**src/verilog/bes_regs.svh**
```systemverilog
// Command codes, data patterns and timing counts of the bulk erase host.
`ifndef BES_REGS_SVH
`define BES_REGS_SVH
// Command bytes written to the flash command register.
`define BES_CMD_READ 8'h00
`define BES_CMD_ERASE 8'h20
`define BES_CMD_ERASE_VFY 8'ha0
`define BES_CMD_PROG 8'h40
`define BES_CMD_PROG_VFY 8'hc0
`define BES_CMD_RESET 8'hff
// Data patterns: a charged cell byte and an erased byte.
`define BES_DATA_ZERO 8'h00
`define BES_DATA_ERASED 8'hff
// Array address width and the first address of every scan.
`define BES_ADDR_W 15
`define BES_ADDR_FIRST 15'h0000
// Attempt limits per reprogramming cycle.
`define BES_MAX_PULSES 1000
`define BES_MAX_PROG 25
// Core clock rate in MHz.
`define BES_CLK_MHZ 100
// Times in their own units.
`define BES_T_ERASE_MS 10
`define BES_T_PROG_US 10
`define BES_T_RECOV_US 6
`define BES_T_WR_NS 100
`define BES_T_RD_NS 100
`define BES_T_VPP_NS 100
// Cycle counts derived from the times, least times rounded up.
`define BES_ERASE_CYC (`BES_T_ERASE_MS * `BES_CLK_MHZ * 1000)
`define BES_PROG_CYC (`BES_T_PROG_US * `BES_CLK_MHZ)
`define BES_RECOV_CYC (`BES_T_RECOV_US * `BES_CLK_MHZ)
`define BES_WR_CYC ((`BES_T_WR_NS * `BES_CLK_MHZ + 999) / 1000)
`define BES_RD_CYC ((`BES_T_RD_NS * `BES_CLK_MHZ + 999) / 1000 + 4)
`define BES_VPP_CYC ((`BES_T_VPP_NS * `BES_CLK_MHZ + 999) / 1000)
`endif

```
**src/verilog/bes_pkg.sv**
```systemverilog
// Types shared by the bulk erase host modules.
`default_nettype none
`include "bes_regs.svh"
package bes_pkg;
  // Sequencer states, one-hot.
  typedef enum logic [17:0] {
    S_IDLE = 18'h00001,
    S_RAMP = 18'h00002,
    S_SCAN = 18'h00004,
    S_PP_SET = 18'h00008,
    S_PP_PRG = 18'h00010,
    S_PP_WAIT = 18'h00020,
    S_PP_VFY = 18'h00040,
    S_PP_REC = 18'h00080,
    S_PP_READ = 18'h00100,
    S_ER_SET = 18'h00200,
    S_ER_GO = 18'h00400,
    S_ER_WAIT = 18'h00800,
    S_EV_CMD = 18'h01000,
    S_EV_REC = 18'h02000,
    S_EV_READ = 18'h04000,
    S_RST1 = 18'h08000,
    S_RST2 = 18'h10000,
    S_END = 18'h20000
  } bes_state_t;
  // Pin cycle phases, one-hot.
  typedef enum logic [5:0] {
    BP_IDLE = 6'h01,
    BP_SETUP = 6'h02,
    BP_STROBE = 6'h04,
    BP_HOLD = 6'h08,
    BP_RD = 6'h10,
    BP_END = 6'h20
  } bes_bus_t;
  // Whole state of the host sequencer.
  typedef struct packed {
    bes_state_t state;
    bes_bus_t bph;
    logic [4:0] bcnt;
    logic [`BES_ADDR_W-1:0] addr;
    logic [4:0] tries;
    logic [9:0] pulse_counter;
    logic [7:0] rdata;
    logic [7:0] dq_out;
    logic dq_oe;
    logic ce_n;
    logic we_n;
    logic oe_n;
    logic vpp_en;
    logic done;
    logic fail;
    logic skipped;
    logic tmr_go;
    logic [19:0] tmr_load;
  } bes_host_st_t;
  // Whole state of the delay timer.
  typedef struct packed {
    logic run;
    logic [19:0] cnt;
  } bes_tmr_st_t;
  // Whole state of the data pin synchroniser.
  typedef struct packed {
    logic [7:0] s1;
    logic [7:0] s2;
    logic [7:0] s3;
    logic [7:0] q;
  } bes_sync_st_t;
endpackage : bes_pkg
`default_nettype wire

```
**src/verilog/bes_host.sv**
```systemverilog
// Host sequencer that pre-programs, bulk erases and verifies a flash array.
`timescale 1ns/100ps
`default_nettype none
`include "bes_regs.svh"
// Summary of operation
// - Second 20h write starts the erase pulse.
// - Erase lasts until next command; end with verify.
// - Program every byte to 00h before erasing.
// - Erase-verify is A0h with the byte address.
// - Margin read returning FFh means byte erased.
// - New verify command before every byte read.
// - Verify ascending from 0000h, stop on failure.
// - On failure re-erase, resume at failing address.
// - End verify mode with any valid command.
// - Count pulses, at most 1000 per cycle.
// - Wait 10 ms after erase before verifying.
// - Wait 6 us after verify write before reading.
// - Write FFh twice to return to read.
// - Read array first; skip erase if all FFh.
// - Restart verification at last failing address.
// - Verify only after a pulse; final compare optional.
// - Write only with gate high, select and strobe low.
module bes_host #(
  parameter int ERASE_CYCLES = `BES_ERASE_CYC, // Erase wait in cycles.
  parameter logic [`BES_ADDR_W-1:0] LAST_ADDR = 15'h7fff // Last byte.
) (
  input wire logic CORE_CLK, // Core clock, 100 MHz.
  input wire logic RSTN, // Asynchronous reset, active low.
  input wire logic START, // One-cycle request to run the algorithm.
  output logic BUSY, // High while the algorithm runs.
  output logic DONE, // Erase finished with every byte at FFh.
  output logic FAIL, // Algorithm gave up.
  output logic ALREADY_ERASED, // Array was blank and erasing was skipped.
  output logic [9:0] PULSE_COUNT, // Erase pulses issued.
  output logic [`BES_ADDR_W-1:0] FAIL_ADDR, // Current or failing address.
  output logic [`BES_ADDR_W-1:0] FL_ADDR, // Flash address pins.
  input wire logic [7:0] FL_DQ_IN, // Flash data pins, input side.
  output logic [7:0] FL_DQ_OUT, // Flash data pins, output side.
  output logic FL_DQ_OE, // High while the host drives the data pins.
  output logic FL_CE_N, // Flash chip select, active low.
  output logic FL_WE_N, // Flash write strobe, active low.
  output logic FL_OE_N, // Flash output gate, active low.
  output logic FL_VPP_EN // Switches the high programming supply on.
);
  bes_pkg::bes_host_st_t s; // Registered state.
  bes_pkg::bes_host_st_t next_s; // Next state.
  logic [7:0] dq_sync; // Data pins after the synchroniser.
  logic tmr_expired; // Delay timer idle.
  logic bus_end; // A pin cycle finishes this clock.
  logic wait_over; // The delay just requested has elapsed.

  // Reset value of the whole state: all strobes idle, supply off.
  localparam bes_pkg::bes_host_st_t HOST_RST = '{
    state: bes_pkg::S_IDLE,
    bph: bes_pkg::BP_IDLE,
    bcnt: 5'h00,
    addr: `BES_ADDR_FIRST,
    tries: 5'h00,
    pulse_counter: 10'h000,
    rdata: 8'h00,
    dq_out: 8'h00,
    dq_oe: 1'b0,
    ce_n: 1'b1,
    we_n: 1'b1,
    oe_n: 1'b1,
    vpp_en: 1'b0,
    done: 1'b0,
    fail: 1'b0,
    skipped: 1'b0,
    tmr_go: 1'b0,
    tmr_load: 20'h00000
  };

  // Read data come in through four flip-flops per bit: three stages and the output.
  bes_sync bes_sync_inst (
    .clk(CORE_CLK),
    .rstn(RSTN),
    .d(FL_DQ_IN),
    .q(dq_sync)
  );

  // One timer serves the supply ramp, pulse and recovery waits.
  bes_timer bes_timer_inst (
    .clk(CORE_CLK),
    .rstn(RSTN),
    .go(s.tmr_go),
    .load(s.tmr_load),
    .expired(tmr_expired)
  );

  // Starts a write cycle: select low with the gate high, data driven.
  function automatic bes_pkg::bes_host_st_t wr_go(
    input bes_pkg::bes_host_st_t x,
    input logic [7:0] cmd
  );
    bes_pkg::bes_host_st_t y;
    y = x;
    y.bph = bes_pkg::BP_SETUP;
    y.ce_n = 1'b0;
    y.oe_n = 1'b1;
    y.dq_oe = 1'b1;
    y.dq_out = cmd;
    return y;
  endfunction : wr_go

  // Starts a read cycle: select and gate low, data pins released.
  function automatic bes_pkg::bes_host_st_t rd_go(
    input bes_pkg::bes_host_st_t x
  );
    bes_pkg::bes_host_st_t y;
    y = x;
    y.bph = bes_pkg::BP_RD;
    y.ce_n = 1'b0;
    y.oe_n = 1'b0;
    y.dq_oe = 1'b0;
    y.bcnt = 5'(`BES_RD_CYC - 1);
    return y;
  endfunction : rd_go

  // Requests a delay from the timer in the next cycle.
  function automatic bes_pkg::bes_host_st_t delay(
    input bes_pkg::bes_host_st_t x,
    input logic [19:0] cyc
  );
    bes_pkg::bes_host_st_t y;
    y = x;
    y.tmr_go = 1'b1;
    y.tmr_load = cyc;
    return y;
  endfunction : delay

  assign bus_end = (s.bph == bes_pkg::BP_END);
  // The timer still shows idle in the cycle its load pulse is out.
  assign wait_over = !s.tmr_go && tmr_expired;

  // Pin cycle engine, then the algorithm sequencer.
  always_comb begin
    next_s = s;
    next_s.tmr_go = 1'b0;
    // Pin cycle engine.
    case (s.bph)
      bes_pkg::BP_IDLE: begin
        next_s.bph = bes_pkg::BP_IDLE;
      end
      bes_pkg::BP_SETUP: begin
        // Select is already low, so the strobe falls later.
        next_s.we_n = 1'b0;
        next_s.bph = bes_pkg::BP_STROBE;
        next_s.bcnt = 5'(`BES_WR_CYC - 1);
      end
      bes_pkg::BP_STROBE: begin
        // The strobe stays low for the write pulse width.
        if (s.bcnt == 5'h00) begin
          next_s.we_n = 1'b1;
          next_s.bph = bes_pkg::BP_HOLD;
        end else begin
          next_s.bcnt = s.bcnt - 5'h01;
        end
      end
      bes_pkg::BP_HOLD: begin
        // Data and address held one cycle past the strobe rise.
        next_s.ce_n = 1'b1;
        next_s.dq_oe = 1'b0;
        next_s.bph = bes_pkg::BP_END;
      end
      bes_pkg::BP_RD: begin
        // Access time plus synchroniser latency, then capture.
        if (s.bcnt == 5'h00) begin
          next_s.rdata = dq_sync;
          next_s.ce_n = 1'b1;
          next_s.oe_n = 1'b1;
          next_s.bph = bes_pkg::BP_END;
        end else begin
          next_s.bcnt = s.bcnt - 5'h01;
        end
      end
      bes_pkg::BP_END: begin
        next_s.bph = bes_pkg::BP_IDLE;
      end
      default: begin
        next_s.bph = bes_pkg::BP_IDLE;
      end
    endcase
    // Algorithm sequencer.
    case (s.state)
      bes_pkg::S_IDLE: begin
        // Raise the supply and clear the result of the last run.
        if (START) begin
          next_s.vpp_en = 1'b1;
          next_s.done = 1'b0;
          next_s.fail = 1'b0;
          next_s.skipped = 1'b0;
          next_s.addr = `BES_ADDR_FIRST;
          next_s.tries = 5'h00;
          next_s.pulse_counter = 10'h000;
          next_s = delay(next_s, 20'(`BES_VPP_CYC));
          next_s.state = bes_pkg::S_RAMP;
        end
      end
      bes_pkg::S_RAMP: begin
        // After the ramp the device is in read mode by default.
        if (wait_over) begin
          next_s.state = bes_pkg::S_SCAN;
        end
      end
      bes_pkg::S_SCAN: begin
        // Blank check of the whole array before any erase.
        if (s.bph == bes_pkg::BP_IDLE) begin
          next_s = rd_go(next_s);
        end else if (bus_end) begin
          if (s.rdata != `BES_DATA_ERASED) begin
            next_s.addr = `BES_ADDR_FIRST;
            next_s.state = bes_pkg::S_PP_SET;
          end else if (s.addr == LAST_ADDR) begin
            next_s.skipped = 1'b1;
            next_s.state = bes_pkg::S_RST1;
          end else begin
            next_s.addr = s.addr + 15'h0001;
          end
        end
      end
      bes_pkg::S_PP_SET: begin
        // Program setup before each pre-program pulse.
        if (s.bph == bes_pkg::BP_IDLE) begin
          next_s = wr_go(next_s, `BES_CMD_PROG);
        end else if (bus_end) begin
          next_s.state = bes_pkg::S_PP_PRG;
        end
      end
      bes_pkg::S_PP_PRG: begin
        // Program the current byte to the charged pattern.
        if (s.bph == bes_pkg::BP_IDLE) begin
          next_s = wr_go(next_s, `BES_DATA_ZERO);
        end else if (bus_end) begin
          next_s = delay(next_s, 20'(`BES_PROG_CYC));
          next_s.state = bes_pkg::S_PP_WAIT;
        end
      end
      bes_pkg::S_PP_WAIT: begin
        // Program pulse duration.
        if (wait_over) begin
          next_s.state = bes_pkg::S_PP_VFY;
        end
      end
      bes_pkg::S_PP_VFY: begin
        // Program verify ends the pulse and sets up the margin read.
        if (s.bph == bes_pkg::BP_IDLE) begin
          next_s = wr_go(next_s, `BES_CMD_PROG_VFY);
        end else if (bus_end) begin
          next_s = delay(next_s, 20'(`BES_RECOV_CYC));
          next_s.state = bes_pkg::S_PP_REC;
        end
      end
      bes_pkg::S_PP_REC: begin
        // Recovery before the program verify read.
        if (wait_over) begin
          next_s.state = bes_pkg::S_PP_READ;
        end
      end
      bes_pkg::S_PP_READ: begin
        // Next byte on a match, retry or give up on a mismatch.
        if (s.bph == bes_pkg::BP_IDLE) begin
          next_s = rd_go(next_s);
        end else if (bus_end) begin
          if (s.rdata == `BES_DATA_ZERO) begin
            next_s.tries = 5'h00;
            if (s.addr == LAST_ADDR) begin
              next_s.addr = `BES_ADDR_FIRST;
              next_s.state = bes_pkg::S_ER_SET;
            end else begin
              next_s.addr = s.addr + 15'h0001;
              next_s.state = bes_pkg::S_PP_SET;
            end
          end else if (s.tries == 5'(`BES_MAX_PROG - 1)) begin
            next_s.fail = 1'b1;
            next_s.state = bes_pkg::S_RST1;
          end else begin
            next_s.tries = s.tries + 5'h01;
            next_s.state = bes_pkg::S_PP_SET;
          end
        end
      end
      bes_pkg::S_ER_SET: begin
        // First erase write only arms the device.
        if (s.bph == bes_pkg::BP_IDLE) begin
          next_s = wr_go(next_s, `BES_CMD_ERASE);
        end else if (bus_end) begin
          next_s.state = bes_pkg::S_ER_GO;
        end
      end
      bes_pkg::S_ER_GO: begin
        // Second erase write; its strobe rise starts the pulse.
        if (s.bph == bes_pkg::BP_IDLE) begin
          next_s = wr_go(next_s, `BES_CMD_ERASE);
        end else if (bus_end) begin
          next_s.pulse_counter = s.pulse_counter + 10'h001;
          next_s = delay(next_s, 20'(ERASE_CYCLES));
          next_s.state = bes_pkg::S_ER_WAIT;
        end
      end
      bes_pkg::S_ER_WAIT: begin
        // The whole array erases at once while this wait runs.
        if (wait_over) begin
          next_s.state = bes_pkg::S_EV_CMD;
        end
      end
      bes_pkg::S_EV_CMD: begin
        // Erase verify with the byte address stops the pulse.
        if (s.bph == bes_pkg::BP_IDLE) begin
          next_s = wr_go(next_s, `BES_CMD_ERASE_VFY);
        end else if (bus_end) begin
          next_s = delay(next_s, 20'(`BES_RECOV_CYC));
          next_s.state = bes_pkg::S_EV_REC;
        end
      end
      bes_pkg::S_EV_REC: begin
        // Margin voltages settle before the read.
        if (wait_over) begin
          next_s.state = bes_pkg::S_EV_READ;
        end
      end
      bes_pkg::S_EV_READ: begin
        // FFh passes the byte; otherwise erase again from here, or give up once the pulse count reaches the limit.
        if (s.bph == bes_pkg::BP_IDLE) begin
          next_s = rd_go(next_s);
        end else if (bus_end) begin
          if (s.rdata == `BES_DATA_ERASED) begin
            if (s.addr == LAST_ADDR) begin
              next_s.state = bes_pkg::S_RST1;
            end else begin
              next_s.addr = s.addr + 15'h0001;
              next_s.state = bes_pkg::S_EV_CMD;
            end
          end else if (s.pulse_counter == 10'(`BES_MAX_PULSES)) begin
            next_s.fail = 1'b1;
            next_s.state = bes_pkg::S_RST1;
          end else begin
            next_s.state = bes_pkg::S_ER_SET;
          end
        end
      end
      bes_pkg::S_RST1: begin
        // First reset write.
        if (s.bph == bes_pkg::BP_IDLE) begin
          next_s = wr_go(next_s, `BES_CMD_RESET);
        end else if (bus_end) begin
          next_s.state = bes_pkg::S_RST2;
        end
      end
      bes_pkg::S_RST2: begin
        // Second reset write returns the device to array read.
        if (s.bph == bes_pkg::BP_IDLE) begin
          next_s = wr_go(next_s, `BES_CMD_RESET);
        end else if (bus_end) begin
          next_s.state = bes_pkg::S_END;
        end
      end
      bes_pkg::S_END: begin
        // Drop the supply and publish the result.
        next_s.vpp_en = 1'b0;
        next_s.done = !s.fail;
        next_s.state = bes_pkg::S_IDLE;
      end
      default: begin
        next_s = HOST_RST;
      end
    endcase
  end

  // State register.
  always_ff @(posedge CORE_CLK or negedge RSTN) begin
    if (!RSTN) begin
      s <= HOST_RST;
    end else begin
      s <= next_s;
    end
  end

  // Pins and status come straight from the state register.
  assign BUSY = (s.state != bes_pkg::S_IDLE);
  assign DONE = s.done;
  assign FAIL = s.fail;
  assign ALREADY_ERASED = s.skipped;
  assign PULSE_COUNT = s.pulse_counter;
  assign FAIL_ADDR = s.addr;
  assign FL_ADDR = s.addr;
  assign FL_DQ_OUT = s.dq_out;
  assign FL_DQ_OE = s.dq_oe;
  assign FL_CE_N = s.ce_n;
  assign FL_WE_N = s.we_n;
  assign FL_OE_N = s.oe_n;
  assign FL_VPP_EN = s.vpp_en;
endmodule : bes_host
`default_nettype wire

```
**src/verilog/bes_timer.sv**
```systemverilog
// Down-counting delay timer used for the supply ramp, pulse and recovery waits of the host.
`timescale 1ns/100ps
`default_nettype none
module bes_timer (
  input wire logic clk, // Core clock.
  input wire logic rstn, // Asynchronous reset, active low.
  input wire logic go, // One-cycle pulse that loads the count.
  input wire logic [19:0] load, // Count in clock cycles.
  output logic expired // High while no delay is running.
);
  bes_pkg::bes_tmr_st_t s; // Registered state.
  bes_pkg::bes_tmr_st_t next_s; // Next state.

  // A load restarts the count; otherwise count down and stop at zero.
  always_comb begin
    next_s = s;
    if (go) begin
      next_s.run = 1'b1;
      next_s.cnt = load;
    end else if (s.run) begin
      if (s.cnt == 20'h00000) begin
        next_s.run = 1'b0;
      end else begin
        next_s.cnt = s.cnt - 20'h00001;
      end
    end
  end

  // State register.
  always_ff @(posedge clk or negedge rstn) begin
    if (!rstn) begin
      s <= '0;
    end else begin
      s <= next_s;
    end
  end

  // The delay is over once the counter has stopped.
  assign expired = !s.run;
endmodule : bes_timer
`default_nettype wire

```
**src/verilog/bes_sync.sv**
```systemverilog
// Three-stage synchroniser for the flash data pins.
`timescale 1ns/100ps
`default_nettype none
module bes_sync (
  input wire logic clk, // Core clock.
  input wire logic rstn, // Asynchronous reset, active low.
  input wire logic [7:0] d, // Asynchronous pin levels.
  output logic [7:0] q // Accepted levels.
);
  bes_pkg::bes_sync_st_t s; // Registered state.
  bes_pkg::bes_sync_st_t next_s; // Next state.
  logic [7:0] pick; // Accepted value per bit.

  // A bit changes only once the second and third stages agree.
  generate
    for (genvar i = 0; i < 8; i++) begin : g_bit
      assign pick[i] = (s.s2[i] == s.s3[i]) ? s.s2[i] : s.q[i];
    end
  endgenerate

  // Shift the stages; the first stage feeds only the second.
  always_comb begin
    next_s = s;
    next_s.s1 = d;
    next_s.s2 = s.s1;
    next_s.s3 = s.s2;
    next_s.q = pick;
  end

  // State register.
  always_ff @(posedge clk or negedge rstn) begin
    if (!rstn) begin
      s <= '0;
    end else begin
      s <= next_s;
    end
  end

  assign q = s.q;
endmodule : bes_sync
`default_nettype wire

```
**config.mk**
```make
export PLATFORM = sky130hd
export DESIGN_NAME = bes_host
export DESIGN_NICKNAME = d
export VERILOG_FILES = /design/src/verilog/bes_pkg.sv /design/src/verilog/bes_host.sv /design/src/verilog/bes_timer.sv /design/src/verilog/bes_sync.sv
export VERILOG_INCLUDE_DIRS = /design/src /design/src/verilog
export SDC_FILE = /design/constraint.sdc
export NUM_CORES = 1
export LEC_CHECK = 0
export ABC_AREA = 1
export BUFFER_PORTS_ARGS = -buffer_cell sky130_fd_sc_hd__buf_2
export CAP_MARGIN = 20
export CORE_MARGIN = 5
export CORE_UTILIZATION = 40
export CTS_CLUSTER_DIAMETER = 150
export DETAILED_ROUTE_END_ITERATION = 6
export PLACE_DENSITY_LB_ADDON = 0.15
export REMOVE_ABC_BUFFERS = 1
export SETUP_SLACK_MARGIN = 0.15
export SLEW_MARGIN = 20
export SYNTH_ARGS = -nofsm -noshare
export SYNTH_HDL_FRONTEND = slang
export SYNTH_HIERARCHICAL = 1
export SYNTH_SLANG_ARGS = --single-unit
```
**constraint.sdc**
```tcl
create_clock -name CORE_CLK -period 2.7 [get_ports CORE_CLK]
set_input_delay 0.135 -clock CORE_CLK [delete_from_list [all_inputs] [get_ports CORE_CLK]]
set_output_delay 0.135 -clock CORE_CLK [all_outputs]
set_load 0.05 [all_outputs]
```
==> out/results.txt <==
Synth Register Bits: 139
total clock buffers created by CTS: 17
final-report hold violation count: 0
GRT overflow: 0
Final Non-Filler Cells: 1518
die height: 158 µm
vias in the first global route: 6959
Req. time, crit path: 3030 ps
commonest non-fill, non-tap cell in the layout: nand2_1
postcts setup bufs: 0
IO Pins: 68
Post-synth ARST share: 100%
Total GRT Usage: 17.7%
DP HPWL: 15800 µm
post-synthesis sequential area ratio: 40.0%
Core Region: 0.0216 mm²
CTS tree: built
commonest non-fill, non-tap cells in the layout: nand2_1 (278), inv_1 (159), nor2_1 (142)
Tcrit/Tclk final: 87.2%
Syn-to-layout area delta: 12.9%
critical path, cell by cell: nor2_4 > nand2_4 > nor2_4 > nand2_1 > inv_1 > nand2_1 > nand2_1 > nor2_4 > nand3_1 > nor2_4 > nand2_1 > inv_2 > nand2_1 > nand2_1 > inv_1
Final setup viols: 0
PortBufs: 67
Site Rows: 54
MaxCap Viol Count: 0
Antenna Cells: 0
initial antenna violation count: 0
Pwr per Cell Area: 973 mW/mm²
YS warnings: 6
Pre-antenna DRT Iters: 5
Clk pin slew, worst setup/hold paths: 70 ps
Crit-path slowest cell: dfstp_2
Syn Inst Count: 1172
Synth area leaders: dfrtp_1 (38%), nand2_1 (12%), inv_1 (6.8%)
Critical Path Start Type: flip-flop
Hold Path Class: input port to flip-flop
crit-path max cell delay: 570 ps
initial drt markers: 380
WHS: 217 ps
Post-Place Setup Slack: 271 ps
Avg Inst Size Synth: 7.44 µm²
vias per cell: 4.83
pin count of the biggest net entering global routing: 72
Final ANT Viol Nets: 0
first-pass GRT wire length: 35200 µm
Final Skew: 15.0 ps
nets: 1245
main flop type after synthesis: dfrtp_1
crit path time final: 2350 ps
Max FO, Critical Path: 7
Final GP Congestion: 0.939
H-tree depth: 4
clock root cell: clkbuf_16
Crit Path Class: flip-flop to flip-flop
maximum clock path buffer count: 2
Worst Tran Pin Value: 661 ps
# DRC: 0
Sink Count: 139
top cell type by total area after synthesis: dfrtp_1
initial core utilization: 40.3%
CP arrival: 2680 ps
Yosys top cell area share: 38.5%
RSZ-0062 raised after global routing: yes
final wirelength: 21200 µm
headroom to the max-slew limit: 55.9%
Die Width: 158 µm
fin. max-slew vios: 0
Fmax: 425 MHz
layout cell share with drive strength beyond 1: 19.2%
leakage: 0.00534 µW
CP Capture Type: flip-flop
Yosys cell types: 47
die area: 0.0248 mm²
Placed Cells: 1476
status: finished clean
Worst R2R Setup Slack: 350 ps
clock latency on the worst-skew pair: 430 ps
mapped cell area: 0.00872 mm²
via count: 7337
wire per inst: 14.0 µm
final worst setup slack: 346 ps
fill count: 2196
CP dominant cell by count: nand2_1
Post-synth EDFFs: 0
Max IR drop VDD: 0.534 mV
[final timing paths]
| check | start | end | depth (start not counted) |
|---|---|---|---|
| setup / recovery | s[86]$_DFFE_PN1P_ | PULSE_COUNT[7]$_DFFE_PN0P_ | 15 |
| hold / removal | START | s[3]$_DFFE_PN0P_ | 5 |
| setup reg to reg | s[86]$_DFFE_PN1P_ | PULSE_COUNT[7]$_DFFE_PN0P_ | 15 |
| hold reg to reg | bes_sync_inst/next_s[20]$_DFF_PN0_ | bes_sync_inst/next_s[12]$_DFF_PN0_ | 0 |
| max in group asynchronous | RSTN | s[95]$_DFFE_PN0P_ | 3 |
| min in group asynchronous | RSTN | bes_timer_inst/s[15]$_DFFE_PN0P_ | 2 |
[stage by stage]
stage	total power (µW)	TNS, ps	utilization, %	area [µm²]
after global placement	7160	0	42.0	9080
final	9570	0	45.5	9840
after CTS	9600	0	45.3	9790
after detailed placement	7170	0	42.0	9080
after floorplan	5800	-1390	-	8150
after global routing	10300	0	45.5	9840
[worst max-delay path: cells and delay by family, from the launching register on]
family	cells	cell delay, ps
DFF	1	570
buffers and inverters	3	260
and+or+nand+nor	12	1410
[flip-flops by register name, summed over array words and instances, names as in the netlist, 4 cells and up]
name / cells
s: 49
bes_sync_inst/q: 8
PULSE_COUNT: 10
bes_sync_inst/next_s: 16
bes_timer_inst/s: 21
bes_sync_inst/s: 8
FAIL_ADDR: 15
FL_DQ_OUT: 4
[cells by family (layout without fill, tap and decap cells)]
group                      after synthesis  count (layout)  synth area share, %
and+or+nand+nor                        666             667                 36.3
DFF                                    139             139                 40.0
AOI/OAI and AO/OA                       96              96                 6.75
buffers and inverters                  245             304                 14.0
other                                    1               7               0.0430
xor gates and xnor gates                16              16                 1.61
adders and majority gates                9               9                 1.29
[area by class of cell]
type | count | area (µm²) | area share, %
multi-input cells | 795 | 4080 | 41.5
flip-flops and latches | 139 | 3480 | 35.4
repair buffers | 103 | 672 | 6.83
inverters | 169 | 637 | 6.47
clock buffers | 17 | 425 | 4.32
well taps | 280 | 350 | 3.56
clock inverters | 15 | 189 | 1.92
[cells in the mapped netlist, types with 11 or more instances]
cell / n
nand2_1: 280
inv_1: 159
nor2_1: 143
dfrtp_1: 134
nand3_1: 105
buf_4: 59
nand4_1: 39
o21ai_0: 31
nor2_2: 23
a21oi_1: 21
nand3_2: 18
o21ai_2: 16
nor3_1: 13
xor2_1: 13
buf_6: 11
nand2_2: 11
[where the power goes]
group | switching, µW | total (µW) | internal (µW)
Clock | 1120 | 2380 | 1260
Sequential | 340 | 2770 | 2430
Combinational | 3130 | 4430 | 1300
Total | 4590 | 9570 | 4990
[routing by layer]
metal  vias to the layer above  global-route usage (%)  wire length, µm
li1                       3782                       -                -
met2                       138                    28.3             9770
met4                         0                    5.78              395
met5                         -                       0                0
met1                      3390                    24.4            10300
met3                        27                    3.34              792
[what timing repair did]
action                                  CTS  global route
hold buffers                              9             0
resized for setup                         0            12
endpoints found under the setup margin    0            30
endpoints found under the hold margin    74             0
Note: power is estimated with default switching activity, not from simulation.
